File: src/hdl/lpc_pkg.sv
// Purpose: shared constants and types for the low-power and module stop control block
// Assumes: 8-bit registers, one per aligned 32-bit word on AXI4-Lite
// Notes: offsets are chosen locally; no printed offsets exist
package lpc_pkg;
    // register byte offsets
    localparam logic [3:0] OFS_LOW_POWER = 4'h0;
    localparam logic [3:0] OFS_STOP_A = 4'h4;
    localparam logic [3:0] OFS_STOP_B = 4'h8;
    localparam logic [3:0] OFS_MODE = 4'hC;
    // reset values
    localparam logic [7:0] RST_LOW_POWER = 8'h00;
    localparam logic [7:0] RST_STOP_A = 8'h3F;
    localparam logic [7:0] RST_STOP_B = 8'hFF;
    // low power control field positions
    localparam int BIT_DIRECT = 7;
    localparam int BIT_LOW_SPEED = 6;
    localparam int BIT_NOISE_SEL = 5;
    localparam int BIT_SUB_DISABLE = 4;
    localparam int BIT_FB_CUT = 3;
    localparam int BIT_MULT_HI = 1;
    localparam int BIT_MULT_LO = 0;
    // stop register A positions
    localparam int BIT_STOP_XFER = 6;
    localparam int BIT_STOP_PTU = 5;
    localparam int BIT_STOP_PGEN = 3;
    localparam int BIT_STOP_DAC = 2;
    localparam int BIT_STOP_ADC = 1;
    // stop register B positions
    localparam int BIT_STOP_SER0 = 7;
    localparam int BIT_STOP_SER1 = 6;
    localparam int BIT_STOP_SER2 = 5;
    localparam int BIT_STOP_TW0 = 4;
    localparam int BIT_STOP_TW1 = 3;
    // subclock sampling divisors
    localparam logic [4:0] DIV_SLOW_LAST = 5'h1F; // phi/32
    localparam logic [4:0] DIV_FAST_LAST = 5'h03; // phi/4
    // axi response codes
    localparam logic [1:0] RESP_OKAY = 2'b00;
    localparam logic [1:0] RESP_SLVERR = 2'b10;

    // mode after sleep
    typedef enum logic [2:0] {
        MODE_SLEEP,
        MODE_SOFT_STANDBY,
        MODE_WATCH,
        MODE_SUBACTIVE,
        MODE_SUBSLEEP,
        MODE_DIRECT_HIGH,
        MODE_DIRECT_SUB,
        MODE_INVALID
    } sleep_mode_t;

    // bus slave and register state
    typedef struct packed {
        logic [7:0] low_power;
        logic [7:0] stop_a;
        logic [7:0] stop_b;
        logic aw_held;
        logic [3:0] aw_addr;
        logic w_held;
        logic [7:0] w_data;
        logic [3:0] w_strb;
        logic bvalid;
        logic [1:0] bresp;
        logic rvalid;
        logic [31:0] rdata;
        logic [1:0] rresp;
    } regs_t;
endpackage

File: src/hdl/subclock_sampler.sv
// Purpose: samples the subclock with a divided system clock strobe
// Assumes: subclock arrives from a pin, asynchronous to aclk
// Notes: divisor picked by the noise select bit
`timescale 1ns/1ps
`default_nettype none
module subclock_sampler (
    // clock and reset
    input wire logic aclk,
    input wire logic aresetn,
    // control
    input wire logic fast_sample,
    input wire logic enable,
    // subclock
    input wire logic subclock_in,
    output logic subclock_sampled
);
    typedef struct packed {
        logic sync1;
        logic sync2;
        logic [4:0] count;
        logic sampled;
    } samp_t;
    samp_t s_reg, s_next;
    logic [4:0] last;

    // divide phi by 32 or 4 and sample at the wrap
    always_comb begin
        s_next = s_reg;
        last = fast_sample ? lpc_pkg::DIV_FAST_LAST : lpc_pkg::DIV_SLOW_LAST;
        s_next.sync1 = subclock_in;
        s_next.sync2 = s_reg.sync1;
        if (s_reg.count >= last) begin
            s_next.count = 5'h0_0;
            s_next.sampled = s_reg.sync2 & enable; // held low while disabled
        end else begin
            s_next.count = s_reg.count + 5'h0_1;
        end
        // drop at once on disable; waiting for the wrap would leave a stale high
        if (!enable) begin
            s_next.sampled = 1'b0;
        end
    end

    always_ff @(posedge aclk) begin
        if (!aresetn) begin
            s_reg <= '0;
        end else begin
            s_reg <= s_next;
        end
    end

    assign subclock_sampled = s_reg.sampled;
endmodule
`default_nettype wire

File: src/hdl/low_power_ctrl.sv
// Purpose: low-power control and module stop registers behind AXI4-Lite
// Assumes: one clock aclk, synchronous active-low reset
// Notes: registers are 8 bits in the low byte of each word
// How it works
// direct and low-speed flags pick post-sleep mode
// sample subclock at phi/32 or phi/4
// software keeps noise select 0 above 5 MHz
// subclock disable bit 1 stops subclock
// feedback resistor on only while oscillating, unless cut
// software writes reserved bit 2 as zero
// multiplier field gives x1, x2, x4
// software never writes multiplier 11
// stop bit one stops module, zero releases
// register A bits gate five listed peripherals
// register B bits gate serial and two-wire ports
// software writes fixed values to unassigned stop bits
// reset restores initial values, reads return writes
//
// The AXI4-Lite register port and the register addresses are this design's own decisions.
`timescale 1ns/1ps
`default_nettype none
module low_power_ctrl (
    // clock and reset
    input wire logic aclk,
    input wire logic aresetn,
    // axi4-lite write address
    input wire logic [31:0] s_axi_awaddr,
    input wire logic s_axi_awvalid,
    output logic s_axi_awready,
    // axi4-lite write data
    input wire logic [31:0] s_axi_wdata,
    input wire logic [3:0] s_axi_wstrb,
    input wire logic s_axi_wvalid,
    output logic s_axi_wready,
    // axi4-lite write response
    output logic [1:0] s_axi_bresp,
    output logic s_axi_bvalid,
    input wire logic s_axi_bready,
    // axi4-lite read address
    input wire logic [31:0] s_axi_araddr,
    input wire logic s_axi_arvalid,
    output logic s_axi_arready,
    // axi4-lite read data
    output logic [31:0] s_axi_rdata,
    output logic [1:0] s_axi_rresp,
    output logic s_axi_rvalid,
    input wire logic s_axi_rready,
    // mode inputs from standby and watchdog control; main clock status for the resistor
    input wire logic standby_select,
    input wire logic watchdog_prescaler_select,
    input wire logic main_clock_running,
    // subclock
    input wire logic subclock_in,
    output logic subclock_sampled,
    output logic subclock_enable,
    // oscillator, pll and post-sleep mode
    output logic feedback_resistor_on,
    output logic [2:0] pll_factor,
    output logic [2:0] sleep_mode,
    // module stop outputs
    output logic stop_transfer_controller,
    output logic stop_pulse_timer_unit,
    output logic stop_pulse_generator,
    output logic stop_dac,
    output logic stop_adc,
    output logic stop_serial_0,
    output logic stop_serial_1,
    output logic stop_serial_2,
    output logic stop_twowire_0,
    output logic stop_twowire_1
);
    lpc_pkg::regs_t r_reg, r_next;
    lpc_pkg::sleep_mode_t mode;
    logic wr_fire;
    logic [7:0] rd_val;
    logic rd_hit;
    logic [7:0] lp;

    // byte-lane merge of the low byte
    function automatic logic [7:0] merge(input logic [7:0] old, input logic [7:0] nw,
                                         input logic [3:0] strb);
        merge = strb[0] ? nw : old;
    endfunction

    // register read decode
    function automatic logic [8:0] read_reg(input logic [3:0] a, input lpc_pkg::regs_t r,
                                            input logic [2:0] m);
        if (a == lpc_pkg::OFS_LOW_POWER) begin
            read_reg = {1'b1, r.low_power};
        end else if (a == lpc_pkg::OFS_STOP_A) begin
            read_reg = {1'b1, r.stop_a};
        end else if (a == lpc_pkg::OFS_STOP_B) begin
            read_reg = {1'b1, r.stop_b};
        end else if (a == lpc_pkg::OFS_MODE) begin
            read_reg = {1'b1, 5'h0_0, m};
        end else begin
            read_reg = 9'h0_00;
        end
    endfunction

    assign lp = r_reg.low_power;

    // post-sleep mode selection
    always_comb begin
        mode = lpc_pkg::MODE_INVALID;
        case ({standby_select, watchdog_prescaler_select, lp[lpc_pkg::BIT_LOW_SPEED],
               lp[lpc_pkg::BIT_DIRECT]})
            4'b0000: mode = lpc_pkg::MODE_SLEEP;
            4'b0001: mode = lpc_pkg::MODE_SLEEP;
            4'b1000: mode = lpc_pkg::MODE_SOFT_STANDBY;
            4'b1001: mode = lpc_pkg::MODE_SOFT_STANDBY;
            4'b1100: mode = lpc_pkg::MODE_WATCH;
            4'b1101: mode = lpc_pkg::MODE_DIRECT_HIGH;
            4'b1110: mode = lpc_pkg::MODE_WATCH;
            4'b1111: mode = lpc_pkg::MODE_DIRECT_SUB;
            4'b0110: mode = lpc_pkg::MODE_SUBSLEEP;
            4'b0111: mode = lpc_pkg::MODE_SUBSLEEP;
            default: mode = lpc_pkg::MODE_INVALID;
        endcase
    end

    assign wr_fire = r_reg.aw_held && r_reg.w_held && !r_reg.bvalid;
    assign {rd_hit, rd_val} = read_reg(s_axi_araddr[3:0], r_reg, mode);

    // bus slave and register updates
    always_comb begin
        r_next = r_reg;
        if (s_axi_awvalid && s_axi_awready) begin
            r_next.aw_held = 1'b1;
            r_next.aw_addr = s_axi_awaddr[3:0];
        end
        if (s_axi_wvalid && s_axi_wready) begin
            r_next.w_held = 1'b1;
            r_next.w_data = s_axi_wdata[7:0];
            r_next.w_strb = s_axi_wstrb;
        end
        if (wr_fire) begin
            r_next.aw_held = 1'b0;
            r_next.w_held = 1'b0;
            r_next.bvalid = 1'b1;
            r_next.bresp = lpc_pkg::RESP_OKAY;
            // all bits stored as written, reserved bit included
            if (r_reg.aw_addr == lpc_pkg::OFS_LOW_POWER) begin
                r_next.low_power = merge(r_reg.low_power, r_reg.w_data, r_reg.w_strb);
            end else if (r_reg.aw_addr == lpc_pkg::OFS_STOP_A) begin
                r_next.stop_a = merge(r_reg.stop_a, r_reg.w_data, r_reg.w_strb);
            end else if (r_reg.aw_addr == lpc_pkg::OFS_STOP_B) begin
                r_next.stop_b = merge(r_reg.stop_b, r_reg.w_data, r_reg.w_strb);
            end else if (r_reg.aw_addr == lpc_pkg::OFS_MODE) begin
                r_next.bresp = lpc_pkg::RESP_OKAY; // read-only, write ignored
            end else begin
                r_next.bresp = lpc_pkg::RESP_SLVERR;
            end
        end
        if (r_reg.bvalid && s_axi_bready) begin
            r_next.bvalid = 1'b0;
        end
        if (s_axi_arvalid && s_axi_arready) begin
            r_next.rvalid = 1'b1;
            r_next.rdata = {24'h00_0000, rd_val};
            r_next.rresp = rd_hit ? lpc_pkg::RESP_OKAY : lpc_pkg::RESP_SLVERR;
        end else if (r_reg.rvalid && s_axi_rready) begin
            r_next.rvalid = 1'b0;
        end
    end

    // reset loads documented initial values
    always_ff @(posedge aclk) begin
        if (!aresetn) begin
            r_reg <= '0;
            r_reg.low_power <= lpc_pkg::RST_LOW_POWER;
            r_reg.stop_a <= lpc_pkg::RST_STOP_A;
            r_reg.stop_b <= lpc_pkg::RST_STOP_B;
        end else begin
            r_reg <= r_next;
        end
    end

    // handshake outputs; one outstanding address and data each
    assign s_axi_awready = !r_reg.aw_held;
    assign s_axi_wready = !r_reg.w_held;
    assign s_axi_bvalid = r_reg.bvalid;
    assign s_axi_bresp = r_reg.bresp;
    assign s_axi_arready = !r_reg.rvalid;
    assign s_axi_rvalid = r_reg.rvalid;
    assign s_axi_rdata = r_reg.rdata;
    assign s_axi_rresp = r_reg.rresp;

    // subclock sampler; sampling off while subclock disabled
    subclock_sampler u_sampler (
        .aclk(aclk),
        .aresetn(aresetn),
        .fast_sample(lp[lpc_pkg::BIT_NOISE_SEL]),
        .enable(subclock_enable),
        .subclock_in(subclock_in),
        .subclock_sampled(subclock_sampled)
    );

    assign subclock_enable = !lp[lpc_pkg::BIT_SUB_DISABLE];
    // resistor only helps while the crystal actually swings
    assign feedback_resistor_on = !lp[lpc_pkg::BIT_FB_CUT] && main_clock_running;

    // multiplier decode; 11 is prohibited and falls back to x1
    always_comb begin
        case ({lp[lpc_pkg::BIT_MULT_HI], lp[lpc_pkg::BIT_MULT_LO]})
            2'b01: pll_factor = 3'h2;
            2'b10: pll_factor = 3'h4;
            default: pll_factor = 3'h1;
        endcase
    end

    assign sleep_mode = mode;

    // module stop gating
    assign stop_transfer_controller = r_reg.stop_a[lpc_pkg::BIT_STOP_XFER];
    assign stop_pulse_timer_unit = r_reg.stop_a[lpc_pkg::BIT_STOP_PTU];
    assign stop_pulse_generator = r_reg.stop_a[lpc_pkg::BIT_STOP_PGEN];
    assign stop_dac = r_reg.stop_a[lpc_pkg::BIT_STOP_DAC];
    assign stop_adc = r_reg.stop_a[lpc_pkg::BIT_STOP_ADC];
    assign stop_serial_0 = r_reg.stop_b[lpc_pkg::BIT_STOP_SER0];
    assign stop_serial_1 = r_reg.stop_b[lpc_pkg::BIT_STOP_SER1];
    assign stop_serial_2 = r_reg.stop_b[lpc_pkg::BIT_STOP_SER2];
    assign stop_twowire_0 = r_reg.stop_b[lpc_pkg::BIT_STOP_TW0];
    assign stop_twowire_1 = r_reg.stop_b[lpc_pkg::BIT_STOP_TW1];
endmodule
`default_nettype wire

File: config.mk
export PLATFORM = sky130hd
export DESIGN_NAME = low_power_ctrl
export DESIGN_NICKNAME = d
export VERILOG_FILES = /design/src/hdl/lpc_pkg.sv /design/src/hdl/subclock_sampler.sv /design/src/hdl/low_power_ctrl.sv
export SDC_FILE = /design/constraint.sdc
export NUM_CORES = 1
export LEC_CHECK = 0
export BUFFER_PORTS_ARGS = -buffer_cell sky130_fd_sc_hd__buf_2
export CORE_ASPECT_RATIO = 0.6
export CORE_MARGIN = 2
export CORE_UTILIZATION = 47
export CTS_CLUSTER_SIZE = 30
export DETAILED_ROUTE_END_ITERATION = 10
export GPL_TIMING_DRIVEN = 0
export HOLD_SLACK_MARGIN = 0.1
export PLACE_DENSITY = 0.86
export SYNTH_ARGS = -nofsm -noshare
export SYNTH_HDL_FRONTEND = slang
export SYNTH_SLANG_ARGS = --single-unit
File: constraint.sdc
create_clock -name aclk -period 3 [get_ports aclk]
set_clock_uncertainty 0.1 [all_clocks]
set_input_delay 0 -clock aclk [delete_from_list [all_inputs] [get_ports aclk]]
set_output_delay 0 -clock aclk [all_outputs]
set_load 0.005 [all_outputs]
* Word-level counts from Yosys, hierarchy flattened
Memories as Yosys holds them, arrays and structs flattened. Index checks and enable logic that the tools add are counted.
Storage, ports and cells: bits in registers 61, memory bits (read-only) 48, output and inout bits 60, memories kept 1
Memories:
- (name not given) | words 16, bits a word 3, rd ports 1, clocked after Yosys merged registers in 0, write ports 0, RTL line low_power_ctrl.sv:106 | case ({standby_select, watchdog_prescaler_select, lp[lpc_pkg::BIT_LOW_SPEED],
Cells by class: $add $sub $neg 1, magnitude comparators 1, eq/ne operators 8, muxes and demuxes 13, bitwise logic cells 4, reductions and logical operators 24
Operators with widths (count):
- $mux W9 | 4
- $eq A4 B4 Y1 const B | 4
- $mux W2 | 5
- $eq A4 B3 Y1 const B | 2
- $logic_and A1 B1 Y1 | 8
- $logic_not A4 Y1 | 2
- $reduce_or A2 Y1 | 4
- $logic_not A1 Y1 | 6
- $pmux W3 S2 | 1
- $add A5 B1 Y5 const B | 1
- $ge A5 B5 Y1 | 1
- $mux W5 | 1
- $reduce_and A5 Y1 | 1
- $reduce_and A4 Y1 | 1
- $not A1 Y1 | 3
- $reduce_and A3 Y1 | 1
- $eq A2 B1 Y1 const B | 1
- $eq A2 B2 Y1 const B | 1
- $mux W1 | 2
- $reduce_bool A2 Y1 | 1
- $and A1 B1 Y1 | 1

* Logic depth before layout (Yosys ltp)
Gate-level depths: netlist (run 1).
depth after elaboration 6, mapped depth 6, gate-level depth less buffers 6

* By module
A second synthesis (run 1) with hierarchy kept.
Second synthesis, totals: cells, all modules 319, area total of the unflattened synthesis 2894.0 um^2
Modules (own cells, without submodules):
- low_power_ctrl | times used 1, cells each 282, area each 2496.1 um^2
- subclock_sampler | times used 1, cells each 37, area each 397.9 um^2

* Worst setup path before layout (run 1)
Ideal clock, no wire load.
kind reg2reg, start point reg r_reg (netlist bit s_axi_bvalid), end point reg r_reg[64] in the netlist's numbering, library setup time 129 ps, arrival time 1170 ps, data required time 2771 ps, path slack 1601 ps, cell stages (with the launch flop) 7, path buffers 2, cell sequence dfxtp_1 > and3b_1 > buf_4 > nand4b_1 > buf_2 > mux2i_1 > nand2_1
Between the ends: longest elaborated chain between the ends 3
Ends and longest elaborated chain:
- start: declaration | RTL line low_power_ctrl.sv:72 | lpc_pkg::regs_t r_reg, r_next;
- start signal: assignment | RTL line low_power_ctrl.sv:175 | r_reg <= r_next;
- $logic_not A1 Y1 | RTL line low_power_ctrl.sv:122 | assign wr_fire = r_reg.aw_held && r_reg.w_held && !r_reg.bvalid;
- $logic_and A1 B1 Y1 | RTL line low_power_ctrl.sv:122
- $reduce_and A4 Y1 (no source line)
Every way passes these cells. A chain may end at the register's enable or synchronous reset.

* Final worst setup path (run 1)
start point reg r_reg (netlist bit s_axi_rvalid), end point reg r_reg (netlist bit s_axi_rdata[2])
Between the ends: longest elaborated chain between the ends 2
Ends and longest elaborated chain:
- $logic_not A1 Y1 | RTL line low_power_ctrl.sv:184 | assign s_axi_arready = !r_reg.rvalid;
- $logic_and A1 B1 Y1 | RTL line low_power_ctrl.sv:158 | if (s_axi_arvalid && s_axi_arready) begin
Every way passes these cells.

==> metrics, run 1 <==
run status finished clean; Power Total 1.87 mW; Filler Cell Count 472; first-pass GRT wire length 11.5 mm; number of flip-flops under the largest register name 21; Final Net Count 552; largest fanout of any net on the critical path 7; max cap viols 0; Buf+Inv Stages, Crit Path 1; Worst Setup Path Type reg2reg; final setup violation count 0; via count of the first global-routing pass between 2000 and 2500; leading cell type in the layout, fill and taps excluded sky130_fd_sc_hd__buf_2; async set or reset register ratio after synthesis 0%; required time at the endpoint of the critical path 3.16 ns; global-route track usage on met3 8.45%; Synth Warn # 0; total grt overflow 0; total area of sequential cells 1180 um2; global-route met1 utilization 26.7%; power density cells 482 nW/um2; Overall Global Routing Usage 22.1%; estimated wirelength of the detail-placed design 4.87 mm; Max H-tree Level 3; Port Buffer Count 61; proportion of layout cells with a drive suffix above 1 between 20 and 30%; top library cells by usage in the layout, fill and taps aside 63 x sky130_fd_sc_hd__buf_2, 59 x sky130_fd_sc_hd__dfxtp_1, 38 x sky130_fd_sc_hd__buf_4; Final Cycle Share 72.8%; Core ar. 5730 um2; dominant synthesized flop cell sky130_fd_sc_hd__dfxtp_1; Core Rows 21; Critical Path Start Type register; diodes inserted 0; number of optimization iterations in the first detailed-route pass 4; CTS root buffer sky130_fd_sc_hd__clkbuf_8; grt peak-use layer met2; data arrival time of the critical path 2.35 ns; routed length per instance roughly 14 um; crit-path max cell delay around 0.75 ns; total length of routed wires a little over 7 mm; multi-input gate area in the final layout ~1400 um2; pin count of the biggest net entering global routing 11; cell family with most CP delay buffers and inverters; number of max-slew violations in the final report 0; transition time at the pin with the least slew margin 0.570 ns; clock slew at the register clock pins of the worst setup and hold paths 0.07 ns; worst hold-check path type in2reg; antenna violations before repair 0; GR Layer Usage met2 between 30% and 40%; headroom to the max-slew limit 62.0%; Clk Latency, worst-skew pair approximately 0.33 ns; Finished Cell Area 3890 um2; Max VDD drop about 300 uV; Starting Density 50.1%; worst slack at placement around 1.4 ns; sink count of the clock tree 59; clock tree from TritonCTS built; area of the die around 6800 um2; number of clock buffers inserted by TritonCTS 9; least setup slack across all paths after layout 0.817 ns; vias after detailed routing 2515; Synth-to-Final Area Change 35.4%; via count normalized by instance count ~4.8; shortest period the worst path allows 2.18 ns; Syn Std Cell Area roughly 2900 um2; count of unique library cells instantiated by Yosys 39; IO Pins 171; Antenna Violating Nets Remaining 0; crit end category register; height of the die 64.5 um; post-synthesis sequential area ratio 41.2%; cell area after placement roughly 3400 um2; Leak Pwr between 1.5 and 2 nW; CP cell instances nand2b_1 > nor3_4 > dlygate4sd3_1 > o211ai_1 > o21ai_0; Clock Tree Buf Depth 2; horizontal extent of the die ~100 um; hold_ws between 0.1 and 0.15 ns; final total negative setup slack 0 ns; highest clock frequency the design can meet between 0.4 and 0.5 GHz; post-synthesis cell count 308; cts repair resizes 0; Fin. Hold Viols 0; unrepaired setup endpoints after global routing false; Syn Area/Cell 9.32 um2; weighted congestion at the end of routability-driven global placement between 0.8 and 0.9; number of storage elements in the synthesis netlist 59; slowest stage cell on the critical path sky130_fd_sc_hd__dlygate4sd3_1; iteration-0 DRC count of the detailed router 76; number of enable-type register cells in the synthesized netlist 0; DRC errors left 0
stage by stage:
stage	utilization, %	std cells
after floorplan	-	333
after global placement	58.8	474
after detailed placement	58.8	474
after CTS	67.8	519
after global routing	67.8	519
final	67.8	519
power breakdown:
part	switching, mW	total (mW)	internal, mW	leakage, nW
combinational	0.102	0.226	0.124	1.28
sequential	0.0215	0.831	0.809	0.481
clock	0.308	0.816	0.508	0.119
total	0.432	1.87	1.44	1.88
worst min-delay path, stage by stage:
cell and delay, ns:
sky130_fd_sc_hd__buf_2 0.12, sky130_fd_sc_hd__clkbuf_1 0.22, sky130_fd_sc_hd__a21boi_0 0.18
kinds of logic after synthesis:
kind of cell	Yosys count	share of synthesized area, %
DFF	59	41.2
adders and majority gates	7	3.05
and+or+nand+nor	97	17.6
AOI/OAI and AO/OA	42	10.5
xor gates and xnor gates	3	0.916
buffers and inverters	62	13.7
muxes	37	12.9
other	1	0.131
repair_timing:
item / in CTS / in global routing
buffers inserted: 0 / 0
hold buffers: 29 / 0
hold endpoints to repair: 27 / 0
setup endpoints to repair: 0 / 0
cells in the mapped netlist (all sizes together), types with 4 or more instances:
cell	count	area, um2
dfxtp	59	1180
nor2	14	52.6
nand3	7	35.0
nand2	37	139
a22oi	5	37.5
o2bb2ai	5	43.8
o21ai	8	40.0
buf	42	318
mux2i	36	360
nor2b	23	144
ha	7	87.6
nand2b	4	25.0
clkbuf	8	30.0
inv	12	45.0
a21boi	9	67.6
layer usage:
metal  wire length, um  vias to the layer above
li1                  -                     1230
met1              3050                     1178
met2              3360                       94
met3               624                       13
met4               123                        0
met5                 0                        -
final timing paths:
path,startpoint,end,slack [ns],depth (start not counted)
min,aresetn,r_reg[48],0.13,3
max reg2reg,s_axi_rvalid,s_axi_rdata[2],0.82,5
min reg2reg,u_sampler.s_next[6],u_sampler.s_reg[6],0.34,1
max,s_axi_rvalid,s_axi_rdata[2],0.82,5
area by class of cell:
type                    instances  share of cell area (%)
plain buffers                  50                    8.95
repair buffers                 90                    15.3
inverters                      12                    1.16
well taps                      80                    2.58
flip-flops and latches         59                    30.4
clock inverters                 5                    1.93
multi-input cells             212                    35.8
clock buffers                  11                    3.90
No activity file was read; power rests on OpenSTA's default activity.
==> run 2, diff against run 1 <==
ABC_AREA = 1   (was unset)
CORE_UTILIZATION = 44   (was 47)
PLACE_DENSITY = 0.81   (was 0.86)
clock period = 2.1 ns   (was 3 ns; I/O delays follow)
==> metrics, run 2 <==
run status finished clean; total area of sequential cells 1180 um2 (+0.21%); hold_ws 0.130 ns (+0.0000280 ns); diodes inserted 0 (unchanged); number of storage elements in the synthesis netlist 59 (unchanged); largest family of logic cells by synthesized area compound AO/OA/AOI/OAI gates; transition time at the pin with the least slew margin 0.621 ns (+0.0502 ns); Antenna Violating Nets Remaining 0 (unchanged); height of the die 66.5 um (+3.1%); Leak Pwr 2.02 nW (+7.4%); DRC errors left 0 (unchanged); Synth Warn # 0 (unchanged); horizontal extent of the die 108 um (+3.1%); top library cells by usage in the layout, fill and taps aside 64 x sky130_fd_sc_hd__buf_2, 57 x sky130_fd_sc_hd__dfxtp_1, 41 x sky130_fd_sc_hd__nand2_1, 41 x sky130_fd_sc_hd__dlygate4sd3_1, 36 x sky130_fd_sc_hd__buf_4; top area cells in the synthesized netlist sky130_fd_sc_hd__dfxtp_1 41%, sky130_fd_sc_hd__buf_4 9.4%, sky130_fd_sc_hd__a21oi_1 5.9%; proportion of layout cells with a drive suffix above 1 30.2% (+2.4 points); number of enable-type register cells in the synthesized netlist 0 (unchanged); Filler Cell Count 555 (+18%); Critical Path Start Type input pin; weighted congestion at the end of routability-driven global placement 0.843 (+2.0%); Port Buffer Count 60 (-1.6%); shortest period the worst path allows 2.00 ns; Clk Latency, worst-skew pair 0.34 ns (about the same); total grt overflow 0 (unchanged); power density cells 633 nW/um2 (+31%); first-pass GRT wire length 11.6 mm (+0.78%); highest clock frequency the design can meet 0.499 GHz; worst slack at placement 0.514 ns (-0.918 ns); vias after detailed routing 2709 (+7.7%); antenna violations before repair 0 (unchanged); final setup violation count 0 (unchanged); post-synthesis cell count 361 (+17%); max cap viols 0 (unchanged); number of max-slew violations in the final report 0 (unchanged); utilization after layout 63.9% (-3.9 points); Max VDD drop 517 uV (+69%); Fin. Hold Viols 0 (unchanged); Overall Global Routing Usage 21.5% (-0.63 points); Clock Tree Buf Depth 2 (unchanged); clock slew at the register clock pins of the worst setup and hold paths 0.06 ns (about the same); Syn Std Cell Area 2870 um2 (-0.17%); Synth-to-Final Area Change 38.2%; Final Cycle Share between 90 and 100%; fraction of post-synthesis cell area in the top cell type by area 41.2% (+0.072 points); required time at the endpoint of the critical path 2.22 ns (-0.94 ns); Core ar. 6190 um2 (+8.1%); area of the die 7190 um2 (+6.3%); Core Rows 22 (+4.8%); IO Pins 171 (unchanged); data arrival time of the critical path 2.13 ns (-0.22 ns); clock tree from TritonCTS built; pin count of the biggest net entering global routing 11 (unchanged); dominant synthesized flop cell sky130_fd_sc_hd__dfxtp_1; leading cell type in the layout, fill and taps excluded sky130_fd_sc_hd__buf_2; Synth Area in Compound Gates 20.6% (+10 points); number of clock buffers inserted by TritonCTS 9 (unchanged); iteration-0 DRC count of the detailed router 191 (+150%); post-synthesis share of cell area spent on and, or, nand and nor gates 16.2% (-1.4 points); via count normalized by instance count 4.61 (-4.8%); largest fanout of any net on the critical path 6 (-1); Max H-tree Level 3 (unchanged); routed length per instance 12.4 um (-9.9%); GR Layer Usage met2 33.9% (-2.6 points); Commonest cells post-synth 59 x sky130_fd_sc_hd__dfxtp_1, 41 x sky130_fd_sc_hd__nand2_1, 36 x sky130_fd_sc_hd__buf_4, 36 x sky130_fd_sc_hd__inv_1, 34 x sky130_fd_sc_hd__a21oi_1; Final Net Count 616 (+12%); post-synthesis sequential area ratio 41.2% (+0.072 points); sink count of the clock tree 59 (unchanged); async set or reset register ratio after synthesis 0% (unchanged); multi-input gate area in the final layout 1270 um2 (-8.3%); post-synthesis adder-cell area fraction 3.06% (+0.0053 points); mux share of post-synthesis cell area 0% (-13 points); total length of routed wires 7.30 mm (+2.0%); estimated wirelength of the detail-placed design 5.29 mm (+8.5%); via count of the first global-routing pass 2512 (+3.9%); grt peak-use layer met2; global-route track usage on met3 6.95% (-1.5 points); Worst Setup Path Type in2reg; headroom to the max-slew limit 58.6% (-3.3 points); number of flip-flops under the largest register name 21 (unchanged); number of optimization iterations in the first detailed-route pass 4 (unchanged); Starting Density 46.3% (-3.8 points); post-synthesis cell type with the largest combined area sky130_fd_sc_hd__dfxtp_1; parity-gate share of the synthesized area counting xor and xnor cells 0.917% (+0.0016 points); count of unique library cells instantiated by Yosys 33 (-15%); CTS root buffer sky130_fd_sc_hd__clkbuf_8; most frequent cell after synthesis sky130_fd_sc_hd__dfxtp_1; crit end category register; setup fix buffers added after clock tree synthesis 0 (unchanged); global-route met1 utilization 28.2% (+1.5 points); worst hold-check path type in2reg; least setup slack across all paths after layout 0.0959 ns (-0.721 ns); Syn Area/Cell 7.94 um2 (-15%)
run 2: cell types whose count changed in the layout (fill, tap and decap cells not counted), moves of 15 or more:
cell | before | now
sky130_fd_sc_hd__mux2i_1 | 36 | 0
sky130_fd_sc_hd__nor2_1 | 14 | 29
sky130_fd_sc_hd__nor2b_1 | 23 | 0
sky130_fd_sc_hd__inv_1 | 12 | 35
sky130_fd_sc_hd__a21oi_1 | 2 | 34
sky130_fd_sc_hd__o21ai_0 | 7 | 33
run 2: metrics by stage:
| step | cell area (um2) | power [mW] | instances | setup TNS (ns) |
|---|---|---|---|---|
| finish | 3960 | 2.51 | 587 | 0 |
| global route | 3960 | 2.63 | 587 | -0.000929 |
| CTS | 3950 | 2.51 | 587 | 0 |
| detailed placement | 3360 | 1.54 | 530 | 0 |
| global placement | 3360 | 1.53 | 530 | 0 |
| floorplan | 2960 | 1.44 | 386 | 0 |
run 2: worst paths after layout:
check | cells after the start | slack, ns | from | end
min | 6 | 0.13 | s_axi_araddr[2] | s_axi_rdata[1]
max reg2reg | 8 | 0.1 | lp[6] | s_axi_rdata[0]
max | 9 | 0.1 | s_axi_awvalid | r_reg[51]
min reg2reg | 2 | 0.32 | u_sampler.s_next[6] | u_sampler.s_reg[6]
run 2: kinds of logic (layout without fill, tap and decap cells):
kind of cell    Yosys count  count (layout)
compound gates          100             100
xor+xnor                  3               3
fa+ha+maj                 7               7
buf+inv                  95             212
flops                    59              59
other cells               1              26
simple gates             96              96
run 2: report_power, final:
group          internal, mW  total (mW)  leakage [nW]  switching (mW)
Sequential             1.17        1.21         0.483          0.0374
Clock                 0.490       0.911        0.0905           0.421
Combinational         0.197       0.391          1.44           0.194
run 2: critical path, stage by stage:
cell,delay [ns]
sky130_fd_sc_hd__dlygate4sd3_1,0.52
sky130_fd_sc_hd__buf_2,0.09
sky130_fd_sc_hd__inv_1,0.05
sky130_fd_sc_hd__nor2_2,0.15
sky130_fd_sc_hd__inv_2,0.08
sky130_fd_sc_hd__nor2_1,0.09
sky130_fd_sc_hd__dlygate4sd3_1,0.56
sky130_fd_sc_hd__nor2_1,0.05
sky130_fd_sc_hd__dlygate4sd3_1,0.55
run 2: cell type report:
cell class,instances,area share (%)
plain buffers,46,8.28
clock buffers,14,4.11
clock inverters,2,0.253
inverters,49,4.68
multi-input cells,232,32.2
flip-flops and latches,59,29.9
well taps,84,2.65
repair buffers,101,17.9
run 2: timing repair:
item                                    in CTS  in global routing
endpoints found under the setup margin       0                  3
endpoints found under the hold margin       37                  0
hold buffers                                41                  0
gates resized for setup                      0                  6
run 2: per-layer routing:
layer / up-vias / wire, um
met1: 1198 / 3200
met4: 0 / 81
met2: 113 / 3300
met5: - / 0
li1: 1388 / -
met3: 10 / 718
==> run 3, diff against run 2 <==
CORE_MARGIN = 8   (was 2)
SYNTH_HIERARCHICAL = 1   (was unset)
==> metrics, run 3 <==
diodes inserted 0 (unchanged); largest fanout of any net on the critical path 4 (-2); Synth Warn # 6 (+6); post-synthesis cell count 370 (+2.5%); top area cells in the synthesized netlist sky130_fd_sc_hd__dfxtp_1 41%, sky130_fd_sc_hd__buf_4 9.4%, sky130_fd_sc_hd__nand2_1 7.0%; Power Total 2.65 mW (+5.9%); antenna violations before repair 0 (unchanged); Leak Pwr 1.98 nW (-2.0%); pin count of the biggest net entering global routing 11 (unchanged); post-synthesis sequential area ratio 41.0% (-0.20 points); IO Pins 171 (unchanged); total length of routed wires 7.62 mm (+4.4%); area of the die 9470 um2 (+32%); utilization after layout 61.9% (-2.0 points); height of the die 78.7 um (+18%); power density cells 689 nW/um2 (+8.8%); highest clock frequency the design can meet 0.598 GHz (+20%); Core ar. 6220 um2 (+0.44%); CP cell instances inv_1 > ha_1 > or2_2 > and2_1 > buf_2; Max VDD drop 337 uV (-35%); fraction of post-synthesis cell area in the top cell type by area 41.0% (-0.20 points); sink count of the clock tree 59 (unchanged); count of unique library cells instantiated by Yosys 30 (-9.1%); slowest stage cell on the critical path sky130_fd_sc_hd__dfxtp_1; Syn Area/Cell 7.78 um2 (-2.0%); final setup violation count 0 (unchanged); clock tree from TritonCTS built; clock slew at the register clock pins of the worst setup and hold paths 0.06 ns (about the same); Critical Path Start Type register; number of storage elements in the synthesis netlist 59 (unchanged); DRC errors left 0 (unchanged); horizontal extent of the die 120 um (+11%); number of clock buffers inserted by TritonCTS 9 (unchanged); number of enable-type register cells in the synthesized netlist 0 (unchanged); iteration-0 DRC count of the detailed router 160 (-16%); leading cell type in the layout, fill and taps excluded sky130_fd_sc_hd__buf_2; transition time at the pin with the least slew margin 0.639 ns (+0.0182 ns); max cap viols 0 (unchanged); vias after detailed routing 2701 (-0.30%); Worst Setup Path Type reg2out; Final Net Count 611 (-0.81%); top library cells by usage in the layout, fill and taps aside 64 x sky130_fd_sc_hd__buf_2, 59 x sky130_fd_sc_hd__dfxtp_1, 54 x sky130_fd_sc_hd__nand2_1; crit end category output pin; Port Buffer Count 61 (+1.7%); via count of the first global-routing pass 2669 (+6.3%); Final Cycle Share 79.6% (-16 points); Clk Latency, worst-skew pair 0.34 ns (about the same); Max H-tree Level 3 (unchanged); Overall Global Routing Usage 16.9% (-4.6 points); number of max-slew violations in the final report 0 (unchanged); most frequent cell after synthesis sky130_fd_sc_hd__dfxtp_1; estimated wirelength of the detail-placed design 5.87 mm (+11%); data arrival time of the critical path 1.57 ns (-0.56 ns); Starting Density 46.3% (about the same); crit-path max cell delay 0.32 ns (-0.24 ns); via count normalized by instance count 4.64 (+0.56%); Filler Cell Count 543 (-2.2%); shortest period the worst path allows 1.67 ns (-0.333 ns); worst hold-check path type in2reg; Fin. Hold Viols 0 (unchanged); final total negative setup slack 0 ns (unchanged); required time at the endpoint of the critical path 2.00 ns (-0.22 ns); total area of sequential cells 1180 um2 (-0.21%); Synth-to-Final Area Change 33.8%; first-pass GRT wire length 12.8 mm (+11%); unrepaired setup endpoints after global routing false; post-synthesis cell type with the largest combined area sky130_fd_sc_hd__dfxtp_1; number of flip-flops under the largest register name 21 (unchanged); routed length per instance 13.1 um (+5.3%); dominant synthesized flop cell sky130_fd_sc_hd__dfxtp_1; Clock Tree Buf Depth 2 (unchanged); Core Rows 22 (unchanged); total grt overflow 0 (unchanged); multi-input gate area in the final layout 1250 um2 (-1.6%); headroom to the max-slew limit 57.4% (-1.2 points); number of optimization iterations in the first detailed-route pass 5 (+1); proportion of layout cells with a drive suffix above 1 28.3% (-1.9 points); weighted congestion at the end of routability-driven global placement 0.841 (-0.15%); async set or reset register ratio after synthesis 0% (unchanged); CTS root buffer sky130_fd_sc_hd__clkbuf_8; Commonest cells post-synth 59 x sky130_fd_sc_hd__dfxtp_1, 54 x sky130_fd_sc_hd__nand2_1, 53 x sky130_fd_sc_hd__inv_1, 40 x sky130_fd_sc_hd__o21ai_0, 36 x sky130_fd_sc_hd__buf_4; run status finished clean; Antenna Violating Nets Remaining 0 (unchanged); Syn Std Cell Area 2880 um2 (+0.48%)
[run 3: stage by stage]
stage	area, um2	std cells	worst slack, ns	hold slack, ns
2_1_floorplan	2970	395	0.641	-0.0331
3_3_place_gp	3380	540	0.548	0.0835
3_5_place_dp	3380	540	0.519	0.0930
4_1_cts	3850	582	0.411	0.111
5_1_grt	3850	582	0.288	0.175
6_report	3850	582	0.429	0.123
[run 3: critical path, delay by kind of cell, from the launching register on]
family	cells	cell delay, ns
DFF	1	0.32
and+or+nand+nor	2	0.45
buffers and inverters	2	0.20
adders and majority gates	1	0.27
[run 3: routing by layer]
layer | GRT usage, % | routed length (um) | up-vias
met5 | 0 | 0 | -
met4 | 5.33 | 87 | 0
met3 | 6.64 | 753 | 9
met2 | 27.0 | 3390 | 112
met1 | 20.5 | 3390 | 1204
li1 | - | - | 1376
[run 3: logic make-up after synthesis]
family | Yosys count | share of synthesized area, %
xor gates and xnor gates | 2 | 0.609
and+or+nand+nor | 113 | 18.2
other | 1 | 0.130
buffers and inverters | 100 | 18.6
DFF | 59 | 41.0
AOI/OAI and AO/OA | 88 | 18.3
adders and majority gates | 7 | 3.04
[run 3: final cells by class]
cell class / instances / share of cell area (%)
Buffer: 46 / 8.67
Clock buffer: 11 / 3.41
Clock inverter: 5 / 2.01
Inverter: 54 / 5.26
Multi-Input combinational cell: 236 / 32.6
Sequential cell: 59 / 30.7
Tap cell: 84 / 2.73
Timing Repair Buffer: 87 / 14.7
[run 3: final timing paths]
path	start	endpoint	slack, ns	depth (start not counted)
worst min-delay path	s_axi_araddr[1]	s_axi_rresp[1]	0.12	5
worst max register to register	r_reg[55]	r_reg[52]	0.48	5
worst min register to register	u_sampler/s_next[6]	u_sampler/s_reg[6]	0.31	2
worst max-delay path	lp[6]	sleep_mode[0]	0.43	5
[run 3: timing repair]
action,4_1_cts,5_1_grt
endpoints found under the hold margin,36,0
endpoints found under the setup margin,0,0
buffers inserted,0,0
hold buffers,26,0
resized for setup,0,0
[run 3: where the power goes]
group          switching (mW)  internal (mW)
Sequential             0.0304           1.17
Clock                   0.438          0.664
Combinational           0.185          0.169
Total                   0.653           2.00
